===== src/shared/pmu_thermal_pkg.sv =====
package pmu_thermal_pkg;
   // Register map
   localparam logic [7:0] CTRL_ADDR     = 8'h09;
   localparam logic [7:0] STATUS_ADDR   = 8'h0a;
   localparam logic [7:0] IRQ_ADDR      = 8'h0b;
   // Control fields
   localparam int         DISCH_LSB     = 0;
   localparam int         DISCH_W       = 6;
   localparam int         KEEP_BIT      = 6;
   localparam logic [7:0] CTRL_RESET    = 8'h00;
   localparam logic [7:0] CTRL_MASK     = 8'h7f;
   // Status and interrupt fields
   localparam int         SHUT_BIT      = 0;
   localparam int         WARN_BIT      = 1;
   localparam logic [1:0] FLAGS_RESET   = 2'h0;
   // Serial port
   localparam logic [6:0] DEV_ADDR      = 7'h5a; // Arbitrary value
   localparam logic [2:0] LAST_BIT      = 3'h7;

   typedef struct packed {
      logic above_warn;
      logic above_shutdown;
      logic below_recover;
   } temp_sense_t;

   typedef enum logic [1:0] {
      TH_RUN  = 2'b00,
      TH_SHUT = 2'b01
   } therm_state_t;

   typedef enum logic [2:0] {
      SP_IDLE = 3'b000,
      SP_RX   = 3'b001,
      SP_ACK  = 3'b010,
      SP_TX   = 3'b011,
      SP_RACK = 3'b100
   } serial_state_t;

   typedef enum logic [1:0] {
      RX_ADDR = 2'b00,
      RX_PTR  = 2'b01,
      RX_DATA = 2'b10
   } rx_kind_t;
endpackage


===== src/rtl/pmu_thermal_status_regs.sv =====
// Operation
// - Discharge bit at 1 enables its output pull-down, at 0 disables.
// - Cooled from shutdown, enable pin high: start-up begins on its own.
// - Retention set: registers unchanged through shutdown and restart.
// - Retention clear: registers reload defaults before start-up.
// - Status shutdown bit reads 1 while in thermal shutdown.
// - Status warning bit reads 1 while above the early warning level.
// - Interrupt shutdown bit reads 1 after a shutdown interrupt.
// - Warning crossing pulls interrupt low and sets both warning bits.
// - Shutdown crossing triggers emergency shutdown of the outputs.
// - Power-up after shutdown only once cooled below recovery level.
`timescale 1ns/1ps
module pmu_thermal_status_regs
(
   input  wire logic                         core_clk,
   input  wire logic                         reset,
   input  wire logic                         scl_in,
   input  wire logic                         sda_in,
   output logic                              sda_out,
   output logic                              sda_oe_n,
   output logic                              irq_out,
   output logic                              irq_oe_n,
   input  wire logic                         en_pin,
   input  wire pmu_thermal_pkg::temp_sense_t temp,
   output logic [5:0]                        discharge_en,
   output logic                              outputs_off,
   output logic                              startup_pulse
);
   import pmu_thermal_pkg::*;
   function automatic logic [7:0] read_reg(input logic [7:0] a, c,
                                           input logic       s, w,
                                           input logic [1:0] f);
      case (a)
         CTRL_ADDR:   return c;
         STATUS_ADDR: return {6'h00, w, s};
         IRQ_ADDR:    return {6'h00, f};
         default:     return 8'h00;
      endcase
   endfunction
   therm_state_t  therm_reg, therm_next;
   logic [7:0]    ctrl_reg, ctrl_next;
   logic [1:0]    flags_reg, flags_next;
   logic          ew_status_reg, ew_status_next;
   logic          start_reg, start_next;
   logic          off_reg, off_next;
   logic          irq_n_reg, irq_n_next;
   serial_state_t sp_reg, sp_next;
   rx_kind_t      kind_reg, kind_next;
   logic [2:0]    cnt_reg, cnt_next;
   logic [7:0]    sh_reg, sh_next;
   logic [7:0]    ptr_reg, ptr_next;
   logic          rd_reg, rd_next;
   logic          ackon_reg, ackon_next;
   logic          sda_n_reg, sda_n_next;
   logic          scl_q_reg, sda_q_reg;
   logic          wr_en;
   logic [7:0]    wr_data;
   logic          rd_clr;
   logic scl_rise, scl_fall, start_cond, stop_cond;
   assign scl_rise   = scl_in & ~scl_q_reg;
   assign scl_fall   = ~scl_in & scl_q_reg;
   assign start_cond = scl_in & scl_q_reg & sda_q_reg & ~sda_in;
   assign stop_cond  = scl_in & scl_q_reg & ~sda_q_reg & sda_in;
   always_comb begin
      logic [7:0] byte_in, rbyte;
      byte_in    = {sh_reg[6:0], sda_in};
      rbyte      = read_reg(ptr_reg, ctrl_reg, therm_reg == TH_SHUT,
                            ew_status_reg, flags_reg);
      sp_next    = sp_reg;
      kind_next  = kind_reg;
      cnt_next   = cnt_reg;
      sh_next    = sh_reg;
      ptr_next   = ptr_reg;
      rd_next    = rd_reg;
      ackon_next = ackon_reg;
      sda_n_next = sda_n_reg;
      wr_en      = 1'b0;
      wr_data    = byte_in;
      rd_clr     = 1'b0;
      if (start_cond) begin
         sp_next    = SP_RX;
         kind_next  = RX_ADDR;
         cnt_next   = 3'h0;
         sda_n_next = 1'b1;
      end else if (stop_cond) begin
         sp_next    = SP_IDLE;
         sda_n_next = 1'b1;
      end else begin
         case (sp_reg)
            SP_RX: begin
               if (scl_rise) begin
                  sh_next  = byte_in;
                  cnt_next = cnt_reg + 3'h1;
                  if (cnt_reg == LAST_BIT) begin
                     sp_next    = SP_ACK;
                     ackon_next = 1'b0;
                     case (kind_reg)
                        RX_ADDR: begin
                           rd_next   = byte_in[0];
                           kind_next = RX_PTR;
                           if (byte_in[7:1] != DEV_ADDR)
                              sp_next = SP_IDLE;
                        end
                        RX_PTR: begin
                           ptr_next  = byte_in;
                           kind_next = RX_DATA;
                        end
                        default: begin
                           wr_en    = 1'b1;
                           ptr_next = ptr_reg + 8'h01;
                        end
                     endcase
                  end
               end
            end
            SP_ACK: begin
               if (scl_fall) begin
                  if (!ackon_reg) begin
                     ackon_next = 1'b1;
                     sda_n_next = 1'b0;
                  end else if (rd_reg) begin
                     sp_next    = SP_TX;
                     cnt_next   = 3'h0;
                     sda_n_next = rbyte[7];
                     sh_next    = {rbyte[6:0], 1'b0};
                     ptr_next   = ptr_reg + 8'h01;
                     rd_clr     = (ptr_reg == IRQ_ADDR);
                  end else begin
                     sp_next    = SP_RX;
                     cnt_next   = 3'h0;
                     sda_n_next = 1'b1;
                  end
               end
            end
            SP_TX: begin
               if (scl_fall) begin
                  sda_n_next = sh_reg[7];
                  sh_next    = {sh_reg[6:0], 1'b0};
               end else if (scl_rise) begin
                  cnt_next = cnt_reg + 3'h1;
                  if (cnt_reg == LAST_BIT)
                     sp_next = SP_RACK;
               end
            end
            SP_RACK: begin
               if (scl_fall) begin
                  sda_n_next = 1'b1;
               end else if (scl_rise) begin
                  if (sda_in) begin
                     sp_next = SP_IDLE;
                  end else begin
                     sp_next  = SP_TX;
                     cnt_next = 3'h0;
                     sh_next  = rbyte;
                     ptr_next = ptr_reg + 8'h01;
                     rd_clr   = (ptr_reg == IRQ_ADDR);
                  end
               end
            end
            default: sp_next = SP_IDLE;
         endcase
      end
   end
   always_ff @(posedge core_clk or posedge reset) begin
      if (reset) begin
         sp_reg    <= SP_IDLE;
         kind_reg  <= RX_ADDR;
         cnt_reg   <= 3'h0;
         sh_reg    <= 8'h00;
         ptr_reg   <= 8'h00;
         rd_reg    <= 1'b0;
         ackon_reg <= 1'b0;
         sda_n_reg <= 1'b1;
         scl_q_reg <= 1'b1;
         sda_q_reg <= 1'b1;
      end else begin
         sp_reg    <= sp_next;
         kind_reg  <= kind_next;
         cnt_reg   <= cnt_next;
         sh_reg    <= sh_next;
         ptr_reg   <= ptr_next;
         rd_reg    <= rd_next;
         ackon_reg <= ackon_next;
         sda_n_reg <= sda_n_next;
         scl_q_reg <= scl_in;
         sda_q_reg <= sda_in;
      end
   end
   always_comb begin
      logic cooled;
      logic [1:0] set_bits;
      cooled         = temp.below_recover & en_pin;
      therm_next     = therm_reg;
      start_next     = 1'b0;
      ctrl_next      = ctrl_reg;
      set_bits       = 2'h0;
      // Status bit doubles as the last sample for the warning edge
      ew_status_next = temp.above_warn;
      if (wr_en && ptr_reg == CTRL_ADDR)
         ctrl_next = wr_data & CTRL_MASK;
      if (temp.above_warn && !ew_status_reg)
         set_bits[WARN_BIT] = 1'b1;
      // Clear only what the host saw; a new event in that cycle survives
      flags_next = flags_reg & ~(rd_clr ? flags_reg : 2'h0);
      case (therm_reg)
         TH_RUN: begin
            if (temp.above_shutdown) begin
               therm_next         = TH_SHUT;
               set_bits[SHUT_BIT] = 1'b1;
            end
         end
         TH_SHUT: begin
            if (cooled && !temp.above_shutdown) begin
               therm_next = TH_RUN;
               start_next = 1'b1;
               if (!ctrl_reg[KEEP_BIT]) begin
                  ctrl_next  = CTRL_RESET;
                  flags_next = FLAGS_RESET;
               end
            end
         end
         default: therm_next = TH_RUN;
      endcase
      flags_next = flags_next | set_bits;
      off_next   = (therm_next == TH_SHUT);
      irq_n_next = ~|flags_next;
   end
   always_ff @(posedge core_clk or posedge reset) begin
      if (reset) begin
         therm_reg     <= TH_RUN;
         ctrl_reg      <= CTRL_RESET;
         flags_reg     <= FLAGS_RESET;
         ew_status_reg <= 1'b0;
         start_reg     <= 1'b0;
         off_reg       <= 1'b0;
         irq_n_reg     <= 1'b1;
      end else begin
         therm_reg     <= therm_next;
         ctrl_reg      <= ctrl_next;
         flags_reg     <= flags_next;
         ew_status_reg <= ew_status_next;
         start_reg     <= start_next;
         off_reg       <= off_next;
         irq_n_reg     <= irq_n_next;
      end
   end
   assign sda_out       = 1'b0;
   assign sda_oe_n      = sda_n_reg;
   assign irq_out       = 1'b0;
   assign irq_oe_n      = irq_n_reg;
   assign discharge_en  = ctrl_reg[DISCH_LSB +: DISCH_W];
   assign outputs_off   = off_reg;
   assign startup_pulse = start_reg;
endmodule


===== config.mk =====
export PLATFORM = sky130hd
export DESIGN_NAME = pmu_thermal_status_regs
export DESIGN_NICKNAME = d
export VERILOG_FILES = /design/src/shared/pmu_thermal_pkg.sv /design/src/rtl/pmu_thermal_status_regs.sv
export SDC_FILE = /design/constraint.sdc
export NUM_CORES = 1
export LEC_CHECK = 0
export BUFFER_PORTS_ARGS = -buffer_cell sky130_fd_sc_hd__buf_2
export CAP_MARGIN = 20
export CELL_PAD_IN_SITES_DETAIL_PLACEMENT = 1
export CELL_PAD_IN_SITES_GLOBAL_PLACEMENT = 2
export CORE_ASPECT_RATIO = 0.7
export CORE_MARGIN = 4
export CORE_UTILIZATION = 39
export DETAILED_ROUTE_END_ITERATION = 8
export GPL_TIMING_DRIVEN = 0
export PLACE_DENSITY_LB_ADDON = 0.1
export SETUP_SLACK_MARGIN = 0.05
export SLEW_MARGIN = 20
export SYNTH_ARGS = -nofsm -noshare
export SYNTH_HDL_FRONTEND = slang
export SYNTH_SLANG_ARGS = --single-unit
export TNS_END_PERCENT = 1

===== constraint.sdc =====
create_clock -name core_clk -period 2.2 [get_ports core_clk]
set_input_delay 0.44 -clock core_clk [delete_from_list [all_inputs] [get_ports core_clk]]
set_output_delay 0.44 -clock core_clk [all_outputs]
set_load 0.02 [all_outputs]

After elaboration in Yosys (flattened, before gate mapping)

Cells that the tools add are included.

$add $sub $neg: 2
Eq/ne operators: 40
Multiplexer cells: 94
Bitwise gates (word level): 17
Reduce and logical (&&, ||, !) cells: 27

Operator list:

| operator              | number |
|---|---|
| $mux W8               | 20 |
| $mux W3               | 20 |
| $pmux W8 S3           | 2 |
| $ne A4 B4 Y1 const B  | 11 |
| $pmux W8 S4           | 1 |
| $mux W2               | 15 |
| $mux W1               | 28 |
| $eq A8 B4 Y1 const B  | 3 |
| $pmux W3 S4           | 2 |
| $ne A2 B2 Y1 const B  | 11 |
| $ne A3 B3 Y1 const B  | 6 |
| $pmux W8 S2           | 1 |
| $reduce_and A12 Y1    | 1 |
| $reduce_and A6 Y1     | 2 |
| $reduce_and A11 Y1    | 1 |
| $reduce_bool A5 Y1    | 2 |
| $reduce_and A9 Y1     | 1 |
| $add A8 B1 Y8 const B | 1 |
| $and A1 B1 Y1         | 8 |
| $pmux W2 S2           | 2 |
| $reduce_and A8 Y1     | 1 |
| $reduce_bool A2 Y1    | 4 |
| $ne A7 B7 Y1 const B  | 1 |
| $eq A2 B1 Y1 const B  | 3 |
| 18 further kinds      | 33 |

Register bits: 45
Bits of input ports: 8
Output and inout bits: 12

Depth between registers and ports, before layout

Gate-level depths: netlist of run 1.

Depth in word-level cells: 16
Mapped depth: 8
Depth with buffers taken out: 7

Worst setup path after synthesis of run 1

No wires, ideal clock.

Kind: register to register
Start: register cnt_reg[0]
End: register sp_reg[0]
Setup time: 0.125 ns
Data arrival time: 1.755 ns
Required time: 2.075 ns
Path slack: 0.320 ns
Stages on the path, launching flop included: 7
Buffers on the path: 0
Clock period less this slack: 1.880 ns
Cell sequence: dfrtp_1 > ha_1 > ha_1 > nand3b_1 > a211oi_1 > or4_4 > mux2_4

Cells in the longest elaborated chain, start to end: 3
Elaborated cells on any way between the ends: 4
Those cells by class: eq/ne (3); reduce/logical (1)

Ends and longest elaborated chain:

| element                                | line                                                          | source |
|---|---|---|
| start: declaration                     | pmu_thermal_status_regs.sv:49                                 | `logic [2:0] cnt_reg, cnt_next;` |
| start signal: assignment               | pmu_thermal_status_regs.sv:179                                | `cnt_reg <= cnt_next;` |
| $eq A3 B3 Y1 (*)                       | pmu_thermal_status_regs.sv:94, pmu_thermal_status_regs.sv:141 |  |
| $ne A4 B4 Y1 (no source line)          | n/a                                                           |  |
| $reduce_and A9 Y1 (no source line) (*) | n/a                                                           |  |
| end signal: assignment                 | pmu_thermal_status_regs.sv:177                                | `sp_reg <= sp_next;` |
| end: declaration                       | pmu_thermal_status_regs.sv:47                                 | `serial_state_t sp_reg, sp_next;` |

Mark *: on every way between the ends. The rest lies on a longest branch, timed or not.
A chain may end at the register's enable or synchronous reset.

Worst setup path after layout of run 1

Start: register scl_q_reg
End: register sh_reg[4]

Cells in the longest elaborated chain, start to end: 5
Elaborated cells on any way between the ends: 16
Those cells by class: eq/ne (5); bitwise (10); reduce/logical (1)

Ends and longest elaborated chain:

| element                                               | line                                                         | source |
|---|---|---|
| start: declaration                                    | pmu_thermal_status_regs.sv:55                                | `logic scl_q_reg, sda_q_reg;` |
| start signal: assignment                              | pmu_thermal_status_regs.sv:185                               | `scl_q_reg <= scl_in;` |
| $and A1 B1 Y1                                         | pmu_thermal_status_regs.sv:62, pmu_thermal_status_regs.sv:63 |  |
| $and A1 B1 Y1, on equally long branches (2 in series) | pmu_thermal_status_regs.sv:63, pmu_thermal_status_regs.sv:62 |  |
| $not A1 Y1 (no source line)                           | n/a                                                          |  |
| $reduce_and A11 Y1 (no source line) (*)               | n/a                                                          |  |
| end signal: assignment                                | pmu_thermal_status_regs.sv:180                               | `sh_reg <= sh_next;` |
| end: declaration                                      | pmu_thermal_status_regs.sv:50                                | `logic [7:0] sh_reg, sh_next;` |

Marks and branches as above.

==> impl_metrics.json, run 1 <==
{
  "status": "finished, final reports clean",
  "maxCapViolCount": 0,
  "rsz0062_at_grt": "yes",
  "p_leak_nw": 1.36,
  "async_flop_share": 1.00,
  "cts_tree": "yes",
  "synthSimpleGateAreaFrac": 0.214,
  "cts_num_sinks": 45,
  "synth-edff-count": 0,
  "hp-class": "primary input to async pin",
  "via_per_inst": 5.65,
  "grt_pass1_wl_um": 13100,
  "hold_viol": 0,
  "synth_compound_area_frac": 0.187,
  "gr-usage-met2": 0.290,
  "n_fill_cell": 815,
  "worstSetupStartpointType": "flip-flop",
  "synth_cells": 283,
  "maxSlewHeadroom": 0.534,
  "post_synth_instance_area_um2": 2780,
  "period_share": 0.972,
  "synth_cell_type_count": 54,
  "hold_slack_ns": 0.135,
  "gr-usage-all-layers": 0.198,
  "crit_path_max_fanout": 8,
  "hold_buffers": 0,
  "finClkSkew_ns": 0.00820,
  "max-clock-path-buffers": 2,
  "clkLatencyLatePin_ns": 0.30,
  "num_rows": 25,
  "fmax_mhz": 467,
  "globalplace.congestion": 0.816,
  "crit_type": "flip-flop to flip-flop",
  "worstPathRequired_ns": 2.40,
  "drive_gt1_frac": 0.272,
  "port-buffer-count": 17,
  "grt_antenna_before_repair": 0,
  "end_kind": "flip-flop",
  "grt_use_met1": 0.296,
  "drt_iter0_markers": 135,
  "ys.flop_type": "dfrtp_1",
  "die_h_um": 78.6,
  "synth_seq_area_share": 0.408,
  "cpLargestDelayFamily": "simple AND/OR/NAND/NOR gates",
  "finalMaxSlewViolations": 0,
  "start_util": 0.407,
  "synth_top_family_by_area": "simple AND/OR/NAND/NOR gates",
  "die-area_um2": 8550,
  "arrival_ns": 2.34,
  "die_x_um": 109,
  "post_drt_wl_per_cell_um": 19.3,
  "synthAdderAreaFrac": 0.0225,
  "dp_hpwl_um": 5830,
  "layout_commonest_cell": "dfrtp_1",
  "drc_errors": 0,
  "power_density_nw_per_um2": 656,
  "cp_num_buf_inv": 1,
  "finalSetupViolations": 0,
  "grt_max_degree": 27,
  "drtAntennaViolNets": 0,
  "yosysWarnings": 0,
  "ios": 20,
  "most-common-layout-cells": "dfrtp_1 (41), nor2_1 (26), buf_2 (22)",
  "path_clk_slew_ns": 0.10,
  "crit_slowest_cell": "nor4_4",
  "layout_min_cycle_time_ns": 2.14,
  "use_met3": 0.0534,
  "cts_inserted_buffers": 5,
  "synthXorXnorAreaFrac": 0.00631,
  "overflow": 0,
  "placed_area_um2": 3010,
  "synthMuxAreaShare": 0.0947,
  "vias": 2293,
  "busiest_layer": "met1",
  "nets": 324,
  "ys_ff_latch": 45,
  "clk_root_buffer_cell": "clkbuf_8",
  "drt_pass1_iterations": 4,
  "postLayoutCellArea_um2": 3150,
  "cts.htree.levels": 2,
  "routed_wl_um": 7830,
  "syn_avg_cell_area_um2": 9.81,
  "antenna_cells": 0,
  "core_area_um2": 6820,
  "crit_chain": "nor2b_1 -> buf_6 -> a211oi_1 -> nor4_4 -> mux2_2",
  "slowest_delay_ns": 0.61,
  "grt_pass1_vias": 2482,
  "ir_drop_uv": 350,
  "areaGrowthSynthToFinish_pct": 13.5,
  "tightestPinTransition_ns": 0.694
}
-- cells in the mapped netlist (all sizes together) (2+ instances only) --
cell / n / area (µm²)
dfrtp: 41 / 1030
nor2: 27 / 101
buf: 22 / 164
nand2: 20 / 75.1
o21ai: 18 / 97.6
a21oi: 15 / 75.1
mux2: 14 / 173
a22o: 11 / 96.3
nand3: 10 / 50.1
mux2i: 9 / 90.1
nor2b: 8 / 50.1
nand2b: 7 / 46.3
nor3: 7 / 40.0
inv: 6 / 22.5
nor3b: 6 / 67.6
a211oi: 5 / 37.5
a31oi: 5 / 31.3
ha: 5 / 62.6
dfstp: 4 / 105
nand4: 4 / 25.0
and3: 3 / 18.8
o211ai: 3 / 22.5
o2bb2ai: 3 / 26.3
a221o: 2 / 20.0
a22oi: 2 / 15.0
a31o: 2 / 17.5
and4: 2 / 17.5
nand3b: 2 / 15.0
nor4: 2 / 27.5
nor4b: 2 / 23.8
o31ai: 2 / 15.0
xnor2: 2 / 17.5
-- metrics by stage --
step	power, mW	worst slack, ns	setup TNS, ns	util	std cells
final	2.06	0.0608	0	0.462	406
after global routing	2.19	-0.00171	-0.00171	0.462	406
after CTS	2.07	0.0525	0	0.455	405
after detailed placement	1.51	-0.179	-0.868	0.441	397
after global placement	1.48	-0.164	-2.15	0.438	396
after floorplan	1.34	0.320	0	-	285
-- per-layer routing --
| metal | up-vias | wire length (µm) |
|---|---|---|
| met5 | - | 0 |
| met4 | 0 | 35 |
| met3 | 5 | 404 |
| met2 | 43 | 3410 |
| met1 | 1161 | 3980 |
| li1 | 1084 | - |
-- area by class of cell --
type / instances / area (µm²) / share of cell area
buffer: 22 / 164 / 0.0520
tap: 94 / 118 / 0.0373
clock inverter: 3 / 25.0 / 0.00795
clock buffer: 5 / 68.8 / 0.0219
inverter: 6 / 22.5 / 0.00715
timing repair buffer: 19 / 125 / 0.0397
multi-input combinational: 212 / 1500 / 0.475
sequential: 45 / 1130 / 0.359
-- worst paths after layout --
path                            startpoint           end  slack (ns)  cells past startpoint
worst min register to register  cnt_reg[1]    cnt_reg[1]        0.53                      1
max in group asynchronous            reset      irq_oe_n        1.48                      3
worst max-delay path             scl_q_reg     sh_reg[4]        0.06                      5
min in group core_clk               sda_in     sda_q_reg        0.24                      1
worst max register to register   scl_q_reg     sh_reg[4]        0.06                      5
worst min-delay path                 reset  therm_reg[1]        0.13                      2
-- logic make-up (layout without fill, tap and decap cells) --
family	Yosys count	in the layout
muxes	23	23
adders and majority gates	5	5
DFF	45	45
AOI/OAI and AO/OA	75	75
and+or+nand+nor	104	104
xor gates and xnor gates	2	2
buffers and inverters	28	55
other	1	3
-- where the power goes --
| group | switching, mW | total, mW | internal, mW |
|---|---|---|---|
| combinational | 0.186 | 0.404 | 0.218 |
| sequential | 0.165 | 1.10 | 0.938 |
| clock | 0.328 | 0.558 | 0.230 |
-- timing repair --
action                                  4_1_cts  5_1_grt
buffers inserted                              0        1
pin swaps                                     0        1
endpoints found under the setup margin        1       18
gates resized for setup                       1        6
No activity file was read; power rests on OpenSTA's default activity.
==> run 2: changes to the inputs <==
Settings changed: CORE_MARGIN 4 to 1.5, CORE_UTILIZATION 39 to 37.
==> impl_metrics.json, run 2 (synthesized netlist as in run 1, its figures left out) <==
{
  "status": "finished, final reports clean",
  "die_h_um": 75.5,
  "tightestPinTransition_ns": 0.805,
  "grt_max_degree": 29,
  "fmax_mhz": 479,
  "total_power_mw": 2.03,
  "crit_type": "flip-flop to flip-flop",
  "clkLatencyLatePin_ns": 0.31,
  "port-buffer-count": 17,
  "arrival_ns": 2.29,
  "die-area_um2": 8040,
  "drc_errors": 0,
  "period_share": 0.949,
  "cp_num_buf_inv": 0,
  "cts.htree.levels": 2,
  "worstPathRequired_ns": 2.40,
  "nets": 323,
  "hp-class": "primary input to async pin",
  "ir_drop_uv": 336,
  "crit_path_max_fanout": 9,
  "drt_iter0_markers": 125,
  "routed_wl_um": 7550,
  "drive_gt1_frac": 0.267,
  "hold_slack_ns": 0.117,
  "crit_chain": "nand2_1 -> nor2_1 -> nor3_4 -> and2_4 -> mux2_4",
  "die_x_um": 107,
  "ctsResizeCount": 1,
  "dp_hpwl_um": 5680,
  "postCtsSetupRepairBufs": 0,
  "grt_pass1_vias": 2278,
  "maxCapViolCount": 0,
  "gr-usage-all-layers": 0.205,
  "drtAntennaViolNets": 0,
  "cts_num_sinks": 45,
  "cpLargestDelayFamily": "simple AND/OR/NAND/NOR gates",
  "grt_antenna_before_repair": 0,
  "hold_viol": 0,
  "end_kind": "flip-flop",
  "clk_root_buffer_cell": "clkbuf_8",
  "p_sw_uw": 653,
  "cts_tree": "yes",
  "drt_pass1_iterations": 4,
  "most-common-layout-cells": "dfrtp_1 (41), nor2_1 (27), buf_2 (22)",
  "finalMaxSlewViolations": 0,
  "finClkSkew_ns": 0.0131,
  "p_int_mw": 1.38,
  "hold_buffers": 0,
  "p_comb_frac": 0.192,
  "antenna_cells": 0,
  "path_clk_slew_ns": 0.10,
  "finalSetupViolations": 0,
  "post_drt_wl_per_cell_um": 18.5,
  "slowest_delay_ns": 0.63,
  "overflow": 0,
  "vias": 2268,
  "max-clock-path-buffers": 2,
  "globalplace.congestion": 0.782,
  "core_area_um2": 7290,
  "power_density_nw_per_um2": 649,
  "via_per_inst": 5.55,
  "rsz0062_at_grt": "yes",
  "grt_pass1_wl_um": 12500,
  "crit_slowest_cell": "nor2_1",
  "num_rows": 26,
  "layout_min_cycle_time_ns": 2.09,
  "swShare": 0.321,
  "worstSetupStartpointType": "flip-flop",
  "cts_inserted_buffers": 5,
  "start_util": 0.381,
  "ios": 20,
  "layout_commonest_cell": "dfrtp_1",
  "areaGrowthSynthToFinish_pct": 12.8,
  "p_leak_nw": 1.35,
  "timing.reg2reg.setup_slack_ns": 0.11,
  "clock_power_share": 0.272,
  "maxSlewHeadroom": 0.462,
  "share_seq_of_total_power": 0.536
}
[run 2: cell count changes in the layout (fill, tap and decap cells not counted), sizes merged]
cell | before | now
buf | 41 | 40
[run 2: through the flow]
stage / instances / util / TNS, ns / cell area, µm² / setup WS [ns]
global route: 409 / 0.430 / -0.00622 / 3130 / -0.00622
detailed placement: 401 / 0.413 / -0.728 / 3010 / -0.177
global placement: 400 / 0.410 / -2.27 / 2990 / -0.174
floorplan: 285 / - / 0 / 2780 / 0.320
finish: 409 / 0.430 / 0 / 3130 / 0.113
CTS: 409 / 0.427 / 0 / 3110 / 0.0926
[run 2: final timing paths]
check                      cells past startpoint       endpoint       start
max                                            5     ptr_reg[1]   scl_q_reg
max in group asynchronous                      3       irq_oe_n       reset
min reg2reg                                    1     cnt_reg[1]  cnt_reg[1]
max reg2reg                                    5     ptr_reg[1]   scl_q_reg
min                                            2    ctrl_reg[3]       reset
min in group core_clk                          1  ew_status_reg     temp[2]
[run 2: worst register-to-register path, stage by stage (launching register included)]
cell	delay (ns)
dfstp_2	0.58
nand2_1	0.07
nor2_1	0.63
nor3_4	0.19
and2_4	0.22
mux2_4	0.29
[run 2: metal layers]
metal / share of wire / global-route usage / vias to the layer above / wire (µm)
met5: 0 / 0 / - / 0
met4: 0.0056 / 0.0356 / 0 / 42
met3: 0.039 / 0.0308 / 5 / 296
met2: 0.43 / 0.305 / 37 / 3230
met1: 0.53 / 0.318 / 1141 / 3990
li1: - / - / 1085 / -
[run 2: power by group through the flow]
stage               combinational [mW]  sequential [mW]  clock [mW]
floorplan                        0.301             1.04           0
global placement                 0.372             1.10           0
detailed placement               0.390             1.11           0
CTS                              0.395             1.09       0.568
global route                     0.433             1.11       0.593
finish                           0.390             1.09       0.554
[run 2: cell type report]
type | instances | area (µm²)
Timing Repair Buffer | 18 | 105
Clock buffer | 5 | 68.8
Buffer | 22 | 168
Inverter | 6 | 22.5
Multi-Input combinational cell | 212 | 1490
Fill cell | 852 | 4160
Clock inverter | 3 | 25.0
Tap cell | 98 | 123
Sequential cell | 45 | 1130
